==> src/core/switch_reset_map.vh <==
// switch reset and mode front end: constants
// assumes inclusion by the files under core/
`ifndef SWITCH_RESET_MAP_VH
`define SWITCH_RESET_MAP_VH

`define MODE_W 4
`define MODE_SINGLE 4'h0
`define MODE_SINGLE_EE 4'h1
`define MODE_SINGLE_JUMP0 4'h2
`define MODE_SINGLE_JUMP1 4'h3
`define MODE_RSVD_LO 4'h4
`define MODE_RSVD_HI 4'h7
`define MODE_LOWLAT 4'h8
`define MODE_LOWLAT_EE 4'h9
`define MODE_MULTI_UNATT 4'hA
`define MODE_MULTI_UNATT_I2C 4'hB
`define MODE_MULTI_UNATT_EE 4'hC
`define MODE_MULTI_DIS 4'hD
`define MODE_MULTI_DIS_I2C 4'hE
`define MODE_MULTI_DIS_EE 4'hF
`define JUMP_ENTRY0 2'h0
`define JUMP_ENTRY1 2'h1

`define PH_W 2
`define PH_RESET 2'h0
`define PH_HALT 2'h1
`define PH_RUN 2'h2

`endif

==> src/core/pin_sync3.v <==
// three-stage synchroniser for pin inputs with agreement filter
// assumes the pins are asynchronous to clk_sys
`timescale 1ns/1ps
`include "switch_reset_map.vh"
module pin_sync3 #(
  parameter W = 1,
  parameter [W-1:0] INIT = {W{1'b0}}
) (
  input wire clk_sys,
  input wire resetn,
  input wire [W-1:0] pin,
  output wire [W-1:0] level
);
  reg [W-1:0] s1_q;
  reg [W-1:0] s2_q;
  reg [W-1:0] s3_q;
  reg [W-1:0] lvl_q;

  // first stage feeds only the second
  always @(posedge clk_sys) begin
    if (!resetn) begin
      s1_q <= INIT;
      s2_q <= INIT;
      s3_q <= INIT;
      lvl_q <= INIT;
    end else begin
      s1_q <= pin;
      s2_q <= s1_q;
      s3_q <= s2_q;
      if (s2_q == s3_q) begin
        lvl_q <= s3_q;
      end
    end
  end

  assign level = lvl_q;
endmodule

==> src/core/switch_reset_mode.v <==
// switch fundamental reset, reset-halt and static mode decode
// assumes an smbus block elsewhere owns the control register and sends set and clear pulses for the halt bit kept here
//
// Function
// - while the fundamental reset pin is low the phase machine returns to reset and the halt level and mode follow the pins.
// - reset_halt sampled during reset holds the switch in quasi-reset with both smbus ports on.
// - in quasi-reset the smbus slave keeps register access enabled for configuration.
// - quasi-reset ends when the smbus master clears the halt bit of switch_control_reg.
// - code 0x0 is single partition and 0x1 single partition with eeprom init.
// - codes 0x2 and 0x3 are single partition with eeprom init from jump entry 0 and 1.
// - codes 0x4 to 0x7 are reserved and select no defined mode.
// - code 0x8 is reduced-latency single partition and 0x9 adds eeprom init.
// - codes 0xA to 0xF are multi partition, unattached or disabled, with i2c reset or eeprom.
`timescale 1ns/1ps
`include "switch_reset_map.vh"
module switch_reset_mode (
  input wire clk_sys,
  input wire resetn,
  input wire fundamental_reset_n,
  input wire reset_halt,
  input wire [3:0] switch_mode_select,
  input wire halt_bit_set,
  input wire halt_bit_clear,
  output reg core_reset_n,
  output reg quasi_reset,
  output reg smbus_master_en,
  output reg smbus_slave_en,
  output reg smbus_reg_access_en,
  output reg halt_bit,
  output reg [3:0] mode_q,
  output reg mode_valid,
  output reg multi_partition,
  output reg eeprom_init,
  output reg [1:0] eeprom_jump,
  output reg jump_valid,
  output reg reduced_latency,
  output reg ports_disabled,
  output reg i2c_reset
);
  // ************************************************************
  // pin synchronisers
  // ************************************************************
  wire perst_n_s;
  wire halt_s;
  wire [3:0] mode_s;

  // start asserted so the switch sits in reset until the pin is seen high
  pin_sync3 #(.W(6), .INIT(6'h00)) u_sync (
    .clk_sys(clk_sys),
    .resetn(resetn),
    .pin({fundamental_reset_n, reset_halt, switch_mode_select}),
    .level({perst_n_s, halt_s, mode_s})
  );

  // ************************************************************
  // mode decode
  // ************************************************************
  function is_reserved;
    input [3:0] m;
    begin
      is_reserved = (m >= `MODE_RSVD_LO) && (m <= `MODE_RSVD_HI);
    end
  endfunction

  // ************************************************************
  // reset phase machine
  // ************************************************************
  reg [1:0] phase_q;
  reg [1:0] phase_d;
  reg halt_req_q;
  reg [3:0] mode_cap_q;

  always @* begin
    phase_d = phase_q;
    case (phase_q)
      `PH_RESET: begin
        if (perst_n_s) begin
          phase_d = halt_req_q ? `PH_HALT : `PH_RUN;
        end
      end
      `PH_HALT: begin
        if (!halt_bit) begin
          phase_d = `PH_RUN;
        end
      end
      `PH_RUN: begin
        phase_d = `PH_RUN;
      end
      default: begin
        phase_d = `PH_RESET;
      end
    endcase
    if (!perst_n_s) begin
      phase_d = `PH_RESET;
    end
  end

  always @(posedge clk_sys) begin
    if (!resetn) begin
      phase_q <= `PH_RESET;
      halt_req_q <= 1'b0;
      mode_cap_q <= `MODE_SINGLE;
      halt_bit <= 1'b0;
    end else begin
      phase_q <= phase_d;
      if (!perst_n_s) begin
        // halt level and mode follow the pins only while reset is held
        halt_req_q <= halt_s;
        mode_cap_q <= mode_s;
        halt_bit <= halt_s;
      end else if (halt_bit_set && phase_q == `PH_HALT) begin
        // in the halt phase a set in the same cycle as a clear wins
        halt_bit <= 1'b1;
      end else if (halt_bit_clear) begin
        halt_bit <= 1'b0;
      end
    end
  end

  // ************************************************************
  // mode table
  // ************************************************************
  // one row per defined code, reserved codes share the default, so the table reads straight against the strap list
  reg valid_d;
  reg multi_d;
  reg eeprom_d;
  reg jump_valid_d;
  reg [1:0] jump_d;
  reg lowlat_d;
  reg disabled_d;
  reg i2c_d;

  always @* begin
    valid_d = !is_reserved(mode_cap_q);
    multi_d = 1'b0;
    eeprom_d = 1'b0;
    jump_valid_d = 1'b0;
    jump_d = `JUMP_ENTRY0;
    lowlat_d = 1'b0;
    disabled_d = 1'b0;
    i2c_d = 1'b0;
    case (mode_cap_q)
      `MODE_SINGLE: begin
        multi_d = 1'b0;
      end
      `MODE_SINGLE_EE: begin
        eeprom_d = 1'b1;
      end
      `MODE_SINGLE_JUMP0: begin
        eeprom_d = 1'b1;
        jump_valid_d = 1'b1;
        jump_d = `JUMP_ENTRY0;
      end
      `MODE_SINGLE_JUMP1: begin
        eeprom_d = 1'b1;
        jump_valid_d = 1'b1;
        jump_d = `JUMP_ENTRY1;
      end
      `MODE_LOWLAT: begin
        lowlat_d = 1'b1;
      end
      `MODE_LOWLAT_EE: begin
        lowlat_d = 1'b1;
        eeprom_d = 1'b1;
      end
      `MODE_MULTI_UNATT: begin
        multi_d = 1'b1;
      end
      `MODE_MULTI_UNATT_I2C: begin
        multi_d = 1'b1;
        i2c_d = 1'b1;
      end
      `MODE_MULTI_UNATT_EE: begin
        multi_d = 1'b1;
        eeprom_d = 1'b1;
      end
      `MODE_MULTI_DIS: begin
        multi_d = 1'b1;
        disabled_d = 1'b1;
      end
      `MODE_MULTI_DIS_I2C: begin
        multi_d = 1'b1;
        disabled_d = 1'b1;
        i2c_d = 1'b1;
      end
      `MODE_MULTI_DIS_EE: begin
        multi_d = 1'b1;
        disabled_d = 1'b1;
        eeprom_d = 1'b1;
      end
      default: begin
        // reserved codes keep every flag low, so nothing downstream acts on them
        valid_d = !is_reserved(mode_cap_q);
      end
    endcase
  end

  // ************************************************************
  // registered outputs
  // ************************************************************
  always @(posedge clk_sys) begin
    if (!resetn) begin
      core_reset_n <= 1'b0;
      quasi_reset <= 1'b0;
      smbus_master_en <= 1'b0;
      smbus_slave_en <= 1'b0;
      smbus_reg_access_en <= 1'b0;
      mode_q <= `MODE_SINGLE;
      mode_valid <= 1'b0;
      multi_partition <= 1'b0;
      eeprom_init <= 1'b0;
      eeprom_jump <= 2'h0;
      jump_valid <= 1'b0;
      reduced_latency <= 1'b0;
      ports_disabled <= 1'b0;
      i2c_reset <= 1'b0;
    end else begin
      core_reset_n <= (phase_d == `PH_RUN);
      quasi_reset <= (phase_d == `PH_HALT);
      smbus_master_en <= (phase_d != `PH_RESET);
      smbus_slave_en <= (phase_d != `PH_RESET);
      smbus_reg_access_en <= (phase_d != `PH_RESET);
      // mode outputs are held, so late pin changes cannot disturb a running switch
      mode_q <= mode_cap_q;
      mode_valid <= valid_d;
      multi_partition <= multi_d;
      eeprom_init <= eeprom_d;
      jump_valid <= jump_valid_d;
      eeprom_jump <= jump_d;
      reduced_latency <= lowlat_d;
      ports_disabled <= disabled_d;
      i2c_reset <= i2c_d;
    end
  end
endmodule

==> config.mk <==
export PLATFORM = sky130hd
export DESIGN_NAME = switch_reset_mode
export DESIGN_NICKNAME = d
export VERILOG_FILES = /design/src/core/pin_sync3.v /design/src/core/switch_reset_mode.v
export VERILOG_INCLUDE_DIRS = /design/src /design/src/core
export SDC_FILE = /design/constraint.sdc
export NUM_CORES = 1
export LEC_CHECK = 0
export BUFFER_PORTS_ARGS = -buffer_cell sky130_fd_sc_hd__buf_2
export CAP_MARGIN = 15
export CORE_AREA = 4 4 57 59
export CTS_BUF_LIST = sky130_fd_sc_hd__clkbuf_8
export DETAILED_ROUTE_END_ITERATION = 8
export DIE_AREA = 0 0 61 63
export PLACE_DENSITY = 0.82
export RECOVER_POWER = 50
export SLEW_MARGIN = 20
export SYNTH_ARGS = -nofsm -noshare
export SYNTH_HDL_FRONTEND = slang
export SYNTH_SLANG_ARGS = --single-unit
==> constraint.sdc <==
create_clock -name clk_sys -period 2.1 [get_ports clk_sys]
set_input_delay 0.21 -clock clk_sys [delete_from_list [all_inputs] [get_ports clk_sys]]
set_output_delay 0.21 -clock clk_sys [all_outputs]
set_load 0.02 [all_outputs]
After elaboration in Yosys (flattened, before gate mapping)
Cells that the tools add are included.
W data, S select, Z words.
- output and inout port bits: 19
- input port bits: 10
- bits in registers: 48
- word-level logic and storage cells: 64
- reduce and logical (&&, ||, !) cells: 11
- multiplexer cells: 14
- $lt $le $gt $ge: 2
- eq/ne operators: 17
- operators with widths (kind ; count):
    $eq A4 B4 Y1 const B ; 8
    $reduce_or A6 Y1 ; 2
    $mux W1 ; 10
    $eq A4 B2 Y1 const B ; 2
    $eq A6 B6 Y1 ; 1
    $mux W2 ; 3
    $pmux W2 S3 ; 1
    $reduce_or A2 Y1 ; 3
    $eq A2 B1 Y1 const B ; 2
    $eq A2 B2 Y1 const B ; 2
    $eq A4 B1 Y1 const B ; 1
    $ge A4 B3 Y1 const B ; 1
    $le A4 B3 Y1 const B ; 1
    $ne A3 B3 Y1 const B ; 1
    $reduce_or A3 Y1 ; 1
    $logic_and A1 B1 Y1 ; 2
    $logic_not A2 Y1 ; 1
    $reduce_bool A2 Y1 ; 1
    $logic_not A1 Y1 ; 1

Longest topological paths before layout
Gate-level depths: netlist (run 1).
- depth in word-level cells: 4
- gate-level depth with buffers: 5
- depth with buffers taken out: 4

Hierarchy
A second synthesis (run 1) with hierarchy kept.
- cell total of the unflattened synthesis: 149
- area total of the unflattened synthesis: 1585.3 um^2
- modules (own cells, without submodules) (module ; area each (um^2) ; times used ; sequential area each (um^2) ; cells each):
    switch_reset_mode ; 800.8 ; 1 ; 460.4 ; 78
    pin_sync3 ; 784.5 ; 1 ; 480.5 ; 71

Worst setup path before layout (run 1)
No wires, ideal clock.
- path type: flip-flop to flip-flop
- start: reg u_sync.s3_q[3]
- end: reg u_sync.lvl_q[0] (netlist: u_sync.level[0])
- stages on the path, launching flop included: 5
- path slack: 950 ps
- data required time: 2028 ps
- period minus slack after synthesis: 1150 ps
- library setup time: 72 ps
- arrival time: 1078 ps
- buffers on the path: 0
- cells stage by stage: dfxtp_1 xnor2_1 nand4_1 nor3_4 mux2i_1
- word-level cells in the longest chain between the ends: 1
- ends and longest elaborated chain (item ; RTL line ; text):
    from (decl) ; pin_sync3.v:16 ; reg [W-1:0] s3_q;
    from (signal assigned) ; pin_sync3.v:29 ; s3_q <= s2_q;
    $eq A6 B6 Y1 ; pin_sync3.v:30 ; if (s2_q == s3_q) begin
    to (signal assigned) ; pin_sync3.v:31 ; lvl_q <= s3_q;
    to (decl) ; pin_sync3.v:17 ; reg [W-1:0] lvl_q;
No other way between the ends.
A chain may end at the register's enable or synchronous reset.

==> results.sh, run 1 <==
export IMPL_crit_fanout=36
export IMPL_h_tree_depth=2
export IMPL_ir_worst_vdd_uv=742
export IMPL_dpl_hpwl_um=1560
export IMPL_layout_commonest_cell="dfxtp_1"
export IMPL_grt_pass1_wl_um=3570
export IMPL_seq_area_frac_synth_pct=59.6
export IMPL_drt_wl_total_um=2150
export IMPL_crit_top_cell="clkbuf_1"
export IMPL_areaGrowthSynthToFinish_pct=12.8
export IMPL_drv_slew=0
export IMPL_fill_cells=235
export IMPL_design_die_area_um2=3840
export IMPL_wl_per_cell_um=10.6
export IMPL_cts_buffers_inserted=5
export IMPL_post_cts_resized=0
export IMPL_top_usage_layer="met2"
export IMPL_hold_start="switch_mode_select[2]"
export IMPL_max_slew_margin_pct=26.7
export IMPL_setup_viol=0
export IMPL_num_rows=19
export IMPL_clock_latency_ns=0.29
export IMPL_cts_sinks=47
export IMPL_grt_antenna_before_repair=0
export IMPL_placed_cell_area_um2=1700
export IMPL_gr_total_overflow=0
export IMPL_synth_nets=158
export IMPL_holdBufCountCts=0
export IMPL_synth_edf_count=0
export IMPL_crit_type="in2reg"
export IMPL_syn_inst=148
export IMPL_path_cells="clkbuf_1 -> clkbuf_1 -> nand2_1 -> mux2i_1"
export IMPL_io_pins=29
export IMPL_seqCellArea_um2=941
export IMPL_hold_slack_ns=0.117
export IMPL_slowest_delay_ns=0.85
export IMPL_startpoint_type="primary input"
export IMPL_async_reset_ff_share_pct=0
export IMPL_ys_ff_latch=47
export IMPL_use_met3_pct=7.02
export IMPL_crit_arrival_ns=1.63
export IMPL_synthesis_area_um2=1580
export IMPL_io_buffer_count=27
export IMPL_status="complete, no violations"
export IMPL_maxCapViolations=0
export IMPL_finalHoldViolCount=0
export IMPL_most_common_layout_cells="dfxtp_1, buf_2, nand2_1, and2_1, mux2i_1"
export IMPL_die_w_um=61
export IMPL_crit_path_start="resetn"
export IMPL_viasPerCell=4.75
export IMPL_grt_max_degree=37
export IMPL_grt_util_met1_pct=12.7
export IMPL_cts_setup_buffers=0
export IMPL_min_period_over_period_pct=67.1
export IMPL_drt_iter0_drc=7
export IMPL_design_area_um2=1780
export IMPL_die_h_um=63
export IMPL_cts_root_buf="clkbuf_8"
export IMPL_grt_pass1_vias=867
export IMPL_grt_use_total_pct=12.9
export IMPL_p_per_area_nw_per_um2=847
export IMPL_synth_warnings=0
export IMPL_diodes=0
export IMPL_rsz0062_at_grt="no"
export IMPL_synth_flop_cell="dfxtp_1"
export IMPL_hold_path_class="in2reg"
export IMPL_use_met2_pct=21.1
export IMPL_p_leak_nw=0.741
export IMPL_fin_skew_ns=0.00629
export IMPL_cts_tree="built"
export IMPL_clk_pin_slew_worst_paths_ns=0.07
export IMPL_setup_tns_ns=0
export IMPL_core_um2=2710
export IMPL_yosysUniqueCellTypes=25
export IMPL_ant_nets=0
export IMPL_multi_input_area_um2=562
export IMPL_end_kind="flip-flop"
export IMPL_crit_required_ns=2.32
export IMPL_fin_nets=182
export IMPL_slowest_stage="clkbuf_1"
export IMPL_fin_crit_ns=1.41
export IMPL_max_slew_worst_pin_slew_ns=1.10
export IMPL_dr_pass1_iters=4
export IMPL_cts_buffer_depth=2
export IMPL_drc=0
export IMPL_fmax_ghz=0.709
export IMPL_num_vias=964
export IMPL_rr_startpoint="u_sync.s3_q[4]"
export IMPL_synth_area_per_cell_um2=10.7
export IMPL_routabilityCongestion=0.735
export IMPL_start_util_pct=58.3
export IMPL_finalCoreUtilization_pct=65.7
export IMPL_drive_gt1_share_pct=17.4
[synth_stat cells (2+ instances only)]
master | n | area (um2)
nor2b_1 | 8 | 50.1
inv_1 | 5 | 18.8
xor2_1 | 2 | 17.5
and2_1 | 22 | 138
dfxtp_1 | 47 | 941
o21ai_0 | 2 | 10.0
xnor2_1 | 6 | 52.6
clkbuf_1 | 4 | 15.0
buf_2 | 3 | 15.0
nor2_1 | 3 | 11.3
nand2_1 | 14 | 52.6
mux2i_1 | 13 | 130
nor3_1 | 5 | 25.0
buf_4 | 3 | 22.5
[layer usage]
metal  part of all wire (%)  up-vias
li1                       -      514
met1                     40      413
met2                     48       30
met3                    9.0        7
met4                    2.5        0
met5                      0        -
[power by group]
part           switching (W)  internal, W
logic              0.0000365    0.0000341
registers          0.0000103     0.000910
clock network       0.000260     0.000258
total               0.000307      0.00120
[through the flow]
step	std cells	worst slack (ns)	total power, W
2_1_floorplan	148	0.950	0.000997
3_3_place_gp	196	0.880	0.00101
3_5_place_dp	196	0.780	0.00102
4_1_cts	203	0.761	0.00153
5_1_grt	203	0.448	0.00157
6_report	203	0.690	0.00151
[layout make-up]
type | instances | area share (%)
Timing Repair Buffer | 28 | 7.45
Clock buffer | 6 | 4.64
Inverter | 5 | 1.05
Multi-Input combinational cell | 85 | 31.6
Tap cell | 31 | 2.18
Sequential cell | 47 | 52.8
Clock inverter | 1 | 0.281
[registers in the layout (all words and copies together) (netlist names)]
register             flops
halt_bit                 1
eeprom_jump              1
reduced_latency          1
u_sync.s3_q              6
quasi_reset              1
mode_valid               1
jump_valid               1
u_sync.level             6
core_reset_n             1
i2c_reset                1
multi_partition          1
is_reserved.m            4
halt_req_q               1
phase_q                  2
u_sync.s1_q              6
u_sync.s2_q              6
mode_q                   4
eeprom_init              1
smbus_reg_access_en      1
ports_disabled           1
[worst paths after layout]
path                          end  slack, ns  cells past startpoint
setup / recovery  u_sync.level[0]       0.69                      4
hold / removal     u_sync.s1_q[2]       0.12                      2
setup reg to reg  u_sync.level[3]       0.81                      4
hold reg to reg    u_sync.s2_q[5]       0.44                      1
[critical path: cells and delay by family]
family | cells | cell delay (ns)
buffers and inverters | 2 | 1.08
muxes | 1 | 0.18
and+or+nand+nor | 1 | 0.15
[cells by family (layout without fill, tap and decap cells)]
logic type,after synthesis,count (layout),synth area share [%]
flops,47,47,59.6
xor+xnor,8,8,4.44
mux,13,13,8.24
other cells,1,1,0.237
compound gates,7,7,3.01
simple gates,56,56,19.7
buf+inv,16,40,4.83
Power figures use the tool's default switching activity.
==> inputs of run 2 (changes only) <==
--- a/config.mk
+++ b/config.mk
@@ -6,13 +6,14 @@
 export SDC_FILE = /design/constraint.sdc
 export NUM_CORES = 1
 export LEC_CHECK = 0
+export ABC_AREA = 1
 export BUFFER_PORTS_ARGS = -buffer_cell sky130_fd_sc_hd__buf_2
 export CAP_MARGIN = 15
-export CORE_AREA = 4 4 57 59
+export CORE_AREA = 4 4 60 62
 export CTS_BUF_LIST = sky130_fd_sc_hd__clkbuf_8
 export DETAILED_ROUTE_END_ITERATION = 8
-export DIE_AREA = 0 0 61 63
-export PLACE_DENSITY = 0.82
+export DIE_AREA = 0 0 64 66
+export PLACE_DENSITY = 0.78
 export RECOVER_POWER = 50
 export SLEW_MARGIN = 20
 export SYNTH_ARGS = -nofsm -noshare
==> constraint.sdc (replaced) <==
create_clock -name clk_sys -period 1.45 [get_ports clk_sys]
set_input_delay 0.145 -clock clk_sys [delete_from_list [all_inputs] [get_ports clk_sys]]
set_output_delay 0.145 -clock clk_sys [all_outputs]
set_load 0.02 [all_outputs]
==> results.sh, run 2 <==
export IMPL_max_slew_margin_pct=52.0
export IMPL_maxCapViolations=0
export IMPL_start_util_pct=55.4
export IMPL_seq_area_frac_synth_pct=56.1
export IMPL_status="complete, no violations"
export IMPL_synthAdderAreaFrac_pct=0
export IMPL_synthMuxAreaShare_pct=0
export IMPL_setup_tns_ns=0
export IMPL_ir_worst_vdd_uv=916
export IMPL_syn_inst=215
export IMPL_viasPerCell=4.12
export IMPL_synthesis_area_um2=1680
export IMPL_ant_nets=0
export IMPL_crit_type="reg2reg"
export IMPL_clock_latency_ns=0.29
export IMPL_hold_slack_ns=0.0261
export IMPL_cts_buffers_inserted=5
export IMPL_rsz0062_at_grt="no"
export IMPL_synth_edf_count=0
export IMPL_grt_use_total_pct=11.6
export IMPL_design_die_area_um2=4220
export IMPL_synth_compound_area_share_pct=5.00
export IMPL_grt_max_degree=19
export IMPL_routabilityCongestion=0.810
export IMPL_cts_setup_buffers=0
export IMPL_end_kind="flip-flop"
export IMPL_cts_tree="built"
export IMPL_areaGrowthSynthToFinish_pct=13.7
export IMPL_drive_gt1_share_pct=17.5
export IMPL_yosys_area_share_simple_pct=23.3
export IMPL_ys_ff_latch=47
export IMPL_cts_buffer_depth=2
export IMPL_hold_path_class="in2reg"
export IMPL_fin_skew_ns=0.00496
export IMPL_finalHoldViolCount=0
export IMPL_grt_pass1_wl_um=3580
export IMPL_cts_root_buf="clkbuf_8"
export IMPL_drt_iter0_drc=41
export IMPL_core_um2=3030
export IMPL_holdBufCountCts=0
export IMPL_p_per_area_nw_per_um2=1360
export IMPL_grt_antenna_before_repair=0
export IMPL_num_vias=1169
export IMPL_dpl_hpwl_um=1550
export IMPL_io_buffer_count=27
export IMPL_synthTopCellsByCount="nand2_1, dfxtp_1, inv_1, nor2_1, inv_2"
export IMPL_fin_nets=250
export IMPL_die_w_um=64
export IMPL_layout_commonest_cell="nand2_1"
export IMPL_synth_nets=225
export IMPL_crit_required_ns=1.64
export IMPL_place_ws_ns=0.211
export IMPL_yosysMostFrequentCell="nand2_1"
export IMPL_wl_per_cell_um=7.93
export IMPL_grt_pass1_vias=885
export IMPL_fin_crit_ns=1.23
export IMPL_num_rows=20
export IMPL_synth_top_area_share_pct=56.1
export IMPL_dr_pass1_iters=4
export IMPL_finalCoreUtilization_pct=62.9
export IMPL_async_reset_ff_share_pct=0
export IMPL_diodes=0
export IMPL_gr_total_overflow=0
export IMPL_p_leak_nw=0.965
export IMPL_drt_wl_total_um=2250
export IMPL_synth_warnings=0
export IMPL_setup_viol=0
export IMPL_h_tree_depth=2
export IMPL_synth_area_per_cell_um2=7.80
export IMPL_die_h_um=66
export IMPL_fmax_ghz=0.813
export IMPL_synthTopCellsByArea="dfxtp_1, nand2_1, inv_1"
export IMPL_min_period_over_period_pct=84.8
export IMPL_synth_flop_cell="dfxtp_1"
export IMPL_drc=0
export IMPL_cts_sinks=47
export IMPL_io_pins=29
export IMPL_synth_xor_xnor_area_share_pct=0.522
export IMPL_drv_slew=0
export IMPL_worst_slack_ns=0.220
export IMPL_fill_cells=275
export IMPL_clk_pin_slew_worst_paths_ns=0.07
export IMPL_power_w=0.00260
export IMPL_startpoint_type="flip-flop"
export IMPL_yosysUniqueCellTypes=24
export IMPL_post_cts_resized=0
export IMPL_crit_arrival_ns=1.42
export IMPL_most_common_layout_cells="nand2_1, dfxtp_1, inv_1"
export IMPL_yosysTopAreaCell="dfxtp_1"
export IMPL_synth_top_family_by_area="simple AND/OR/NAND/NOR gates"
export IMPL_max_slew_worst_pin_slew_ns=0.719
export IMPL_crit_fanout=12
run 2: cell count changes after synthesis, sizes merged, moves of 2 or more:
cell	before	now
nor2b	8	0
nand2	14	61
inv	5	43
xnor2	6	1
nand3	1	4
clkbuf	5	3
a21oi	1	7
mux2i	13	0
xor2	2	0
and2	22	0
nor3	6	2
nor2	3	28
o21ai	2	7
run 2: cell type report:
cell class	count	area (um2)	area share [%]
inverter	44	179	9.39
multi-input combinational	114	487	25.5
clock buffer	5	68.8	3.61
sequential	47	941	49.4
timing repair buffer	28	138	7.22
clock inverter	2	37.5	1.97
tap	44	55.1	2.89
run 2: metrics by stage:
stage | cells | area, um2
6_report | 284 | 1910
5_1_grt | 284 | 1910
4_1_cts | 284 | 1910
3_5_place_dp | 277 | 1800
3_3_place_gp | 277 | 1800
2_1_floorplan | 215 | 1680
run 2: worst max-delay path: stages, from the launching register on:
cell and delay [ns]:
dfxtp_1 0.35, inv_1 0.04, nand2_1 0.05, nand2_1 0.06, nor2_2 0.13, nand3_2 0.26
nor2_1 0.19, nor2_1 0.06
run 2: cells by family after synthesis:
group / count (synthesis)
xor gates and xnor gates: 1
other: 1
and+or+nand+nor: 96
DFF: 47
buffers and inverters: 54
AOI/OAI and AO/OA: 16
run 2: path summary, 6_finish.rpt:
path / from / endpoint / slack (ns) / cells after the start
min: switch_mode_select[0] / u_sync.s1_q[0] / 0.03 / 3
min reg2reg: u_sync.s1_q[1] / u_sync.s2_q[1] / 0.42 / 2
max reg2reg: u_sync.s2_q[1] / u_sync.level[4] / 0.22 / 7
max: u_sync.s2_q[1] / u_sync.level[4] / 0.22 / 7
run 2: where the power goes:
part / leakage, nW / total, W / internal, W / switching [W]
clock: 0.0502 / 0.000894 / 0.000503 / 0.000391
combinational: 0.530 / 0.000282 / 0.000108 / 0.000174
sequential: 0.385 / 0.00142 / 0.00137 / 0.0000518
run 2: metal layers:
layer | track usage (%) | wire [um] | vias up
li1 | - | - | 669
met1 | 11.0 | 981 | 463
met2 | 19.1 | 1020 | 30
met3 | 6.63 | 197 | 7
met4 | 7.28 | 54 | 0
met5 | 0 | 0 | -
